--- config.mk ---
export PLATFORM = sky130hd
export DESIGN_NAME = cmsr_core
export DESIGN_NICKNAME = d
export VERILOG_FILES = /design/src/shared/cmsr_pkg.sv /design/src/cmsr_core.sv /design/src/cmsr_alu.sv
export SDC_FILE = /design/constraint.sdc
export NUM_CORES = 1
export LEC_CHECK = 0
export CAP_MARGIN = 20
export CORE_UTILIZATION = 46
export DETAILED_ROUTE_END_ITERATION = 10
export DONT_BUFFER_PORTS = 1
export GPL_ROUTABILITY_DRIVEN = 0
export PLACE_DENSITY = 0.62
export SYNTH_ARGS = -nofsm -noshare
export SYNTH_HDL_FRONTEND = slang
export SYNTH_SLANG_ARGS = --single-unit
--- constraint.sdc ---
create_clock -name core_clk_i -period 5.3 [get_ports core_clk_i]
set_input_delay 0.265 -clock core_clk_i [delete_from_list [all_inputs] [get_ports core_clk_i]]
set_output_delay 0.265 -clock core_clk_i [all_outputs]
set_load 0.01 [all_outputs]
--- src/shared/cmsr_pkg.sv ---
package cmsr_pkg;

    // Opcode patterns, 16-bit instruction word
    localparam logic [7:0]  OP_MUL_LIT   = 8'h0d;
    localparam logic [6:0]  OP_MUL_FILE  = 7'h01;   // 0000 001a
    localparam logic [6:0]  OP_NEG_FILE  = 7'h36;   // 0110 110a
    localparam logic [5:0]  OP_RLC_FILE  = 6'h0d;   // 0011 01da
    localparam logic [4:0]  OP_REL_CALL  = 5'h1b;   // 1101 1nnn
    localparam logic [15:0] OP_PUSH      = 16'h0005;
    localparam logic [15:0] OP_POP       = 16'h0006;
    localparam logic [14:0] OP_RET       = 15'h0009; // 0000 0000 0001 001s
    localparam logic [14:0] OP_RET_INT   = 15'h0008; // 0000 0000 0001 000s
    localparam logic [7:0]  OP_RET_LIT   = 8'h0c;

    // Field positions
    localparam int DEST_BIT   = 9;
    localparam int BANK_BIT   = 8;
    localparam int SHADOW_BIT = 0;

    // Flag positions in the status byte
    localparam int FLAG_C  = 0;
    localparam int FLAG_DC = 1;
    localparam int FLAG_Z  = 2;
    localparam int FLAG_OV = 3;
    localparam int FLAG_N  = 4;

    // Sizes and reset values
    localparam int          PC_W        = 21;
    localparam int          STACK_DEPTH = 31;
    localparam int          SP_W        = 5;
    localparam logic [20:0] PC_RESET    = 21'h000000;
    localparam logic [20:0] PC_STEP     = 21'h000002;
    localparam logic [3:0]  ACCESS_LOW  = 4'h0;
    localparam logic [3:0]  ACCESS_HIGH = 4'hf;
    localparam logic [7:0]  ACCESS_SPLIT = 8'h80;

endpackage

--- src/cmsr_core.sv ---
`timescale 1ns/10ps
module cmsr_core (
    // Clock and reset
    input  wire logic        core_clk_i,
    input  wire logic        srst_i,
    // Instruction issue
    input  wire logic [15:0] instr_i,
    input  wire logic        instr_valid_i,
    output logic             instr_ready_o,
    // Data memory
    output logic      [11:0] mem_addr_o,
    input  wire logic [7:0]  mem_rdata_i,
    output logic      [7:0]  mem_wdata_o,
    output logic             mem_we_o,
    // Architectural state view
    output logic      [20:0] pc_o,
    output logic      [7:0]  accum_o,
    output logic      [7:0]  status_o,
    output logic      [7:0]  bank_select_reg_o,
    output logic      [7:0]  product_high_byte_o,
    output logic      [7:0]  product_low_byte_o,
    output logic      [20:0] stack_top_entry_o,
    output logic      [4:0]  stack_ptr_o,
    // Shadow and latch load
    input  wire logic        shadow_load_i,
    input  wire logic [7:0]  bank_select_load_i,
    input  wire logic        bank_select_we_i
);
    typedef enum logic [1:0] {CMSR_EXEC, CMSR_FLUSH} cmsr_phase_t;

    typedef struct packed {
        cmsr_phase_t phase;
        logic [20:0] pc;
        logic [7:0]  accum;
        logic [7:0]  status;
        logic [7:0]  bank_sel;
        logic [7:0]  prod_hi;
        logic [7:0]  prod_lo;
        logic [7:0]  accumulator_shadow;
        logic [7:0]  flags_shadow;
        logic [7:0]  bank_shadow;
        logic [4:0]  sp;
        logic [7:0]  wdata;
        logic        we;
        logic [11:0] waddr;
    } cmsr_state_t;

    cmsr_state_t st_reg;
    cmsr_state_t st_next;
    logic [20:0] stack_mem [cmsr_pkg::STACK_DEPTH];
    logic        push_en;
    logic [20:0] push_val;
    logic        is_neg;
    logic [7:0]  alu_res;
    logic [4:0]  alu_flags;
    logic [4:0]  alu_mask;
    logic [15:0] product;
    logic [7:0]  mul_opnd;
    logic [20:0] pc_plus2;
    logic [20:0] top;

    // File address from bank bit, offset and bank select
    function automatic logic [11:0] file_addr(input logic [15:0] ins, input logic [7:0] bank_sel);
        logic [3:0] bank;
        bank = bank_sel[3:0];
        if (!ins[cmsr_pkg::BANK_BIT]) begin
            bank = (ins[7:0] < cmsr_pkg::ACCESS_SPLIT) ? cmsr_pkg::ACCESS_LOW : cmsr_pkg::ACCESS_HIGH;
        end
        return {bank, ins[7:0]};
    endfunction

    // Opcode classes, shared by operand select and next-state logic
    function automatic logic dec_mul_lit(input logic [15:0] ins);
        return ins[15:8] == cmsr_pkg::OP_MUL_LIT;
    endfunction

    function automatic logic dec_mul_file(input logic [15:0] ins);
        return ins[15:9] == cmsr_pkg::OP_MUL_FILE;
    endfunction

    function automatic logic dec_neg_file(input logic [15:0] ins);
        return ins[15:9] == cmsr_pkg::OP_NEG_FILE;
    endfunction

    function automatic logic dec_rlc_file(input logic [15:0] ins);
        return ins[15:10] == cmsr_pkg::OP_RLC_FILE;
    endfunction

    function automatic logic dec_rel_call(input logic [15:0] ins);
        return ins[15:11] == cmsr_pkg::OP_REL_CALL;
    endfunction

    function automatic logic dec_ret_lit(input logic [15:0] ins);
        return ins[15:8] == cmsr_pkg::OP_RET_LIT;
    endfunction

    // Both return flavours and the literal return share one path
    function automatic logic dec_return(input logic [15:0] ins);
        return ins[15:1] == cmsr_pkg::OP_RET || ins[15:1] == cmsr_pkg::OP_RET_INT || dec_ret_lit(ins);
    endfunction

    cmsr_alu cmsr_alu_i (
        .opnd_i      (mem_rdata_i),
        .carry_i     (st_reg.status[cmsr_pkg::FLAG_C]),
        .is_neg_i    (is_neg),
        .result_o    (alu_res),
        .flags_o     (alu_flags),
        .flag_mask_o (alu_mask)
    );

    assign is_neg   = dec_neg_file(instr_i);
    assign pc_plus2 = st_reg.pc + cmsr_pkg::PC_STEP;
    assign top      = (st_reg.sp == 5'h00) ? cmsr_pkg::PC_RESET : stack_mem[st_reg.sp - 5'h01];
    assign mul_opnd = dec_mul_lit(instr_i) ? instr_i[7:0] : mem_rdata_i;
    assign product  = 16'(st_reg.accum) * 16'(mul_opnd);

    always_comb begin
        st_next  = st_reg;
        push_en  = 1'b0;
        push_val = pc_plus2;
        st_next.we = 1'b0;
        if (st_reg.phase == CMSR_FLUSH) begin
            // Second cycle of a two-cycle op does nothing
            st_next.phase = CMSR_EXEC;
        end else if (instr_valid_i) begin
            st_next.pc = pc_plus2;
            if (dec_mul_lit(instr_i) || dec_mul_file(instr_i)) begin
                st_next.prod_hi = product[15:8];
                st_next.prod_lo = product[7:0];
                // Status left alone on purpose
            end else if (is_neg || dec_rlc_file(instr_i)) begin
                st_next.status = (st_reg.status & ~{3'h0, alu_mask}) | {3'h0, alu_flags & alu_mask};
                if (!is_neg && !instr_i[cmsr_pkg::DEST_BIT]) begin
                    st_next.accum = alu_res;
                end else begin
                    st_next.we    = 1'b1;
                    st_next.wdata = alu_res;
                    st_next.waddr = file_addr(instr_i, st_reg.bank_sel);
                end
            end else if (instr_i == cmsr_pkg::OP_PUSH) begin
                push_en = 1'b1;
            end else if (instr_i == cmsr_pkg::OP_POP) begin
                if (st_reg.sp != 5'h00) begin
                    st_next.sp = st_reg.sp - 5'h01;
                end
            end else if (dec_rel_call(instr_i)) begin
                // Dead second cycle while the target is fetched
                push_en       = 1'b1;
                st_next.pc    = pc_plus2 + {{9{instr_i[10]}}, instr_i[10:0], 1'b0};
                st_next.phase = CMSR_FLUSH;
            end else if (dec_return(instr_i)) begin
                // Empty stack returns to the reset vector
                st_next.pc    = top;
                st_next.phase = CMSR_FLUSH;
                if (st_reg.sp != 5'h00) begin
                    st_next.sp = st_reg.sp - 5'h01;
                end
                if (dec_ret_lit(instr_i)) begin
                    st_next.accum = instr_i[7:0];
                end else if (instr_i[cmsr_pkg::SHADOW_BIT]) begin
                    st_next.accum    = st_reg.accumulator_shadow;
                    st_next.status   = st_reg.flags_shadow;
                    st_next.bank_sel = st_reg.bank_shadow;
                end
            end
        end
        // Stack overflow saturates; top entry is overwritten
        if (push_en && st_reg.sp != 5'(cmsr_pkg::STACK_DEPTH)) begin
            st_next.sp = st_reg.sp + 5'h01;
        end
        // Software bank load wins over a shadow restore in the same cycle
        if (bank_select_we_i) begin
            st_next.bank_sel = bank_select_load_i;
        end
        if (shadow_load_i) begin
            st_next.accumulator_shadow = st_reg.accum;
            st_next.flags_shadow       = st_reg.status;
            st_next.bank_shadow        = st_reg.bank_sel;
        end
    end

    always_ff @(posedge core_clk_i) begin
        if (srst_i) begin
            st_reg <= '{phase: CMSR_EXEC, pc: cmsr_pkg::PC_RESET, default: '0};
        end else begin
            st_reg <= st_next;
        end
    end

    // Stack storage has no reset; the pointer guards it
    always_ff @(posedge core_clk_i) begin
        if (!srst_i && push_en) begin
            stack_mem[(st_reg.sp == 5'(cmsr_pkg::STACK_DEPTH)) ? st_reg.sp - 5'h01 : st_reg.sp] <= push_val;
        end
    end

    // Ready is combinational; every data output except mem_addr_o and stack_top_entry_o comes from a flip-flop
    assign instr_ready_o       = (st_reg.phase == CMSR_EXEC);
    assign mem_addr_o          = st_reg.we ? st_reg.waddr : file_addr(instr_i, st_reg.bank_sel);
    assign mem_wdata_o         = st_reg.wdata;
    assign mem_we_o            = st_reg.we;
    assign pc_o                = st_reg.pc;
    assign accum_o             = st_reg.accum;
    assign status_o            = st_reg.status;
    assign bank_select_reg_o   = st_reg.bank_sel;
    assign product_high_byte_o = st_reg.prod_hi;
    assign product_low_byte_o  = st_reg.prod_lo;
    assign stack_top_entry_o   = top;
    assign stack_ptr_o         = st_reg.sp;
endmodule

--- src/cmsr_alu.sv ---
`timescale 1ns/10ps
module cmsr_alu (
    // Operands
    input  wire logic [7:0]  opnd_i,
    input  wire logic        carry_i,
    input  wire logic        is_neg_i,
    // Results
    output logic      [7:0]  result_o,
    output logic      [4:0]  flags_o,
    output logic      [4:0]  flag_mask_o
);
    logic [8:0] sum;
    logic [4:0] low;

    always_comb begin
        sum         = 9'h000;
        low         = 5'h00;
        result_o    = 8'h00;
        flags_o     = 5'h00;
        flag_mask_o = 5'h00;
        if (is_neg_i) begin
            // Two's complement as ~f + 1 so carry follows the add
            sum      = {1'b0, ~opnd_i} + 9'h001;
            low      = {1'b0, ~opnd_i[3:0]} + 5'h01;
            result_o = sum[7:0];
            flags_o[cmsr_pkg::FLAG_C]  = sum[8];
            flags_o[cmsr_pkg::FLAG_DC] = low[4];
            flags_o[cmsr_pkg::FLAG_OV] = (opnd_i == 8'h80);
            flags_o[cmsr_pkg::FLAG_N]  = sum[7];
            flags_o[cmsr_pkg::FLAG_Z]  = (sum[7:0] == 8'h00);
            flag_mask_o = 5'h1f;
        end else begin
            result_o = {opnd_i[6:0], carry_i};
            flags_o[cmsr_pkg::FLAG_C] = opnd_i[7];
            flags_o[cmsr_pkg::FLAG_N] = opnd_i[6];
            flags_o[cmsr_pkg::FLAG_Z] = ({opnd_i[6:0], carry_i} == 8'h00);
            flag_mask_o = (5'h01 << cmsr_pkg::FLAG_C) | (5'h01 << cmsr_pkg::FLAG_N)
                        | (5'h01 << cmsr_pkg::FLAG_Z);
        end
    end
endmodule

==> flow_metrics.tcl <==
set metrics [dict create \
    layout.cells.non_filler 3307 \
    rsz0062_at_grt "false" \
    slew_headroom_pct 20.2 \
    cts_resized 0 \
    path_class "flop to output pin" \
    largest_register_ffs 651 \
    start_util_pct 46.4 \
    max_cap_violations 0 \
    coreArea_um2 74300 \
    timing.fmax_mhz 197 \
    dp_cells 3124 \
    vias 19900 \
    grt_use_met2_pct 38.6 \
    power_frac_clock_pct 44.8 \
    sequentialPowerShare_pct 51.2 \
    drt_iter0_markers 2026 \
    die_area_um2 76100 \
    fin_crit_sh_pct 96.0 \
    syn_inst 2259 \
    synthFlopType "edfxtp_1" \
    fin_worst_skew_ns 0.0341 \
    syn_to_final_growth_pct 12.0 \
    syn_nets 2395 \
    critPathSlowestCell "a311oi_1" \
    antenna_found_initial 1 \
    cts_root_buf "clkbuf_16" \
    synth_cell_types 68 \
    first_global_vias 20000 \
    critPathArrivalTime_ns 4.82 \
    swShare_pct 21.5 \
    power.leakage_nw 13.2 \
    grtUsageMet1_pct 31.0 \
    cp_max_fo 38 \
    final_common_cell "edfxtp_1" \
    crit_required_ns 5.04 \
    rows 100 \
    grt-ovfl-total 0 \
    async_flop_share_pct 0 \
    crit_path_end_kind "output pin" \
    synth_area_per_cell_um2 15.3 \
    fillers 6018 \
    drv_slew 0 \
    cp_cell_sequence "inv_1, ha_1, xor2_4, buf_4, mux4_2, nand2_1, a311oi_1, a21oi_1, nor2_1" \
    drc 0 \
    p_comb_share_pct 4.0 \
    numCtsBuffers 81 \
    clockBufferDepth 3 \
    synth_edf_count 651 \
    finalSetupTns_ns 0 \
    cts_sinks 763 \
    ys_seq_area_share_pct 63.2 \
    cts_tree "built" \
    clock_latency_ns 0.65 \
    synth_area_um2 34500 \
    routed_wl_um 90000 \
    finalPower_mw 12.8 \
    numPortBuffers 0 \
    grt_max_degree 104 \
    clkTransAtPathRegs_ns 0.06 \
    grt_use_total_pct 23.6 \
    powerDensity_nw_per_um2 332 \
    htreeDepth 3 \
    final_cell_mix "edfxtp_1 (651), mux4_2 (184), nand2_1 (167)" \
    status "finished clean" \
    startpoint_type "flop" \
    synth_warnings 0 \
    multi_input_area_um2 11600 \
    drt_first_pass_iters 8 \
    drive_gt1_share_pct 20.1 \
    postCtsSetupRepairBufs 0 \
    setup_slack_ns 0.214 \
    viasPerCell 6.02 \
    die_h_um 276 \
    p_int_mw 10.1 \
    finalCriticalPeriod_ns 5.09 \
    ant_nets 0 \
    use_met3_pct 4.92 \
    hpwlAfterDp_um 54600 \
    ir_drop_uv 327 \
    grt_first_pass_wirelength_um 130000 \
    max_stage_delay_ns 0.81 \
    top_usage_layer "met2" \
    hold_viol 0 \
    insertedDiodeCount 0 \
    pre_cts_slack_ns 0.103 \
    nets 2408 \
    power.switching_mw 2.76 \
    ys_ff_latch 763 \
    seq_area_um2 21800 \
    avgRoutedWirePerCell_um 27.2 \
    worstHoldPathType "primary input to flop" \
    die_w_um 276 \
    worstMarginPinSlew_ns 1.19 \
    setup_viol 0 \
    num_io_pins 146 \
]
==> repair_timing <==
action | 4_1_cts | 5_1_grt
endpoints found under the hold margin | 97 | 0
hold buffers | 33 | 0
setup endpoints to repair | 0 | 1
==> synthesized netlist by cell type, drive strengths merged, types with 4 or more instances <==
master	n	area (µm²)
a211oi	39	293
a21o	14	105
dfxtp	112	2240
and2	23	144
xor2	16	140
a221oi	13	114
mux2	12	135
mux2i	74	741
nand3b	4	30.0
a31o	4	35.0
nor2b	46	288
o211a	4	40.0
o21bai	7	52.6
edfxtp	651	19500
or3	4	25.0
inv	71	267
buf	119	853
o211ai	8	60.1
o21ai	65	325
o221ai	4	35.0
mux4	185	4170
nand3	31	155
nor3	21	110
and4	5	43.8
and3	9	56.3
nand2b	16	100
ha	62	776
a31oi	12	75.1
fa	37	741
nor4	7	50.1
nand2	167	627
xnor2	37	324
clkbuf	70	264
nor2	154	581
nand4	5	31.3
a22oi	7	52.6
a21oi	106	542
==> worst max-delay path: cells and delay by family, from the launching register on <==
| kind | cells | cell delay, ns |
|---|---|---|
| AO/OA/AOI/OAI | 2 | 1.05 |
| buffers and inverters | 2 | 0.77 |
| flip-flops | 1 | 0.63 |
| XOR/XNOR | 1 | 0.59 |
| adder cells (fa/ha/maj) | 1 | 0.46 |
| AND/OR/NAND/NOR | 2 | 0.37 |
| multiplexers | 1 | 0.30 |
==> worst paths after layout <==
path                        from                endpoint  slack [ns]  cells past startpoint
hold reg to reg        st_reg[3]               st_reg[3]        0.45                      2
hold / removal        instr_i[0]              accum_o[0]        0.02                      2
setup reg to reg      accum_o[2]  product_high_byte_o[7]        0.69                     15
setup / recovery  stack_ptr_o[1]    stack_top_entry_o[9]        0.21                      9
==> cell type report <==
class | instances | share of cell area [%]
flip-flops and latches | 763 | 56.4
inverters | 71 | 0.690
clock buffers | 95 | 5.44
repair buffers | 118 | 2.68
well taps | 969 | 3.14
multi-input cells | 1237 | 30.1
clock inverters | 54 | 1.57
==> cells by family after synthesis <==
logic type | after synthesis | share of synthesized area [%]
multiplexers | 271 | 14.6
XOR/XNOR | 53 | 1.35
AO/OA/AOI/OAI | 304 | 5.52
flip-flops | 763 | 63.2
buffers and inverters | 260 | 4.01
AND/OR/NAND/NOR | 509 | 6.92
adder cells (fa/ha/maj) | 99 | 4.40
==> through the flow <==
stage          util, %  instance area [µm²]  hold WS [ns]
2_1_floorplan        -                34500         0.401
3_3_place_gp      47.8                35500         0.346
3_5_place_dp      47.8                35500         0.349
4_1_cts           51.9                38600       0.00150
5_1_grt           52.0                38600        0.0252
6_report          52.0                38600        0.0237
==> metal layers <==
metal	wire, µm	vias to the layer above
met4	3140	0
met1	35900	10300
li1	-	8600
met5	0	-
met3	7390	175
met2	43500	857
==> power by group through the flow <==
stage               Clock (mW)  Combinational (mW)  Sequential (mW)
detailed placement           0               0.460             6.70
finish                    5.74               0.514             6.57
floorplan                    0               0.343             6.68
global placement             0               0.447             6.70
global route              6.04               0.549             6.57
CTS                       5.82               0.507             6.57
Power figures use the tool's default switching activity.
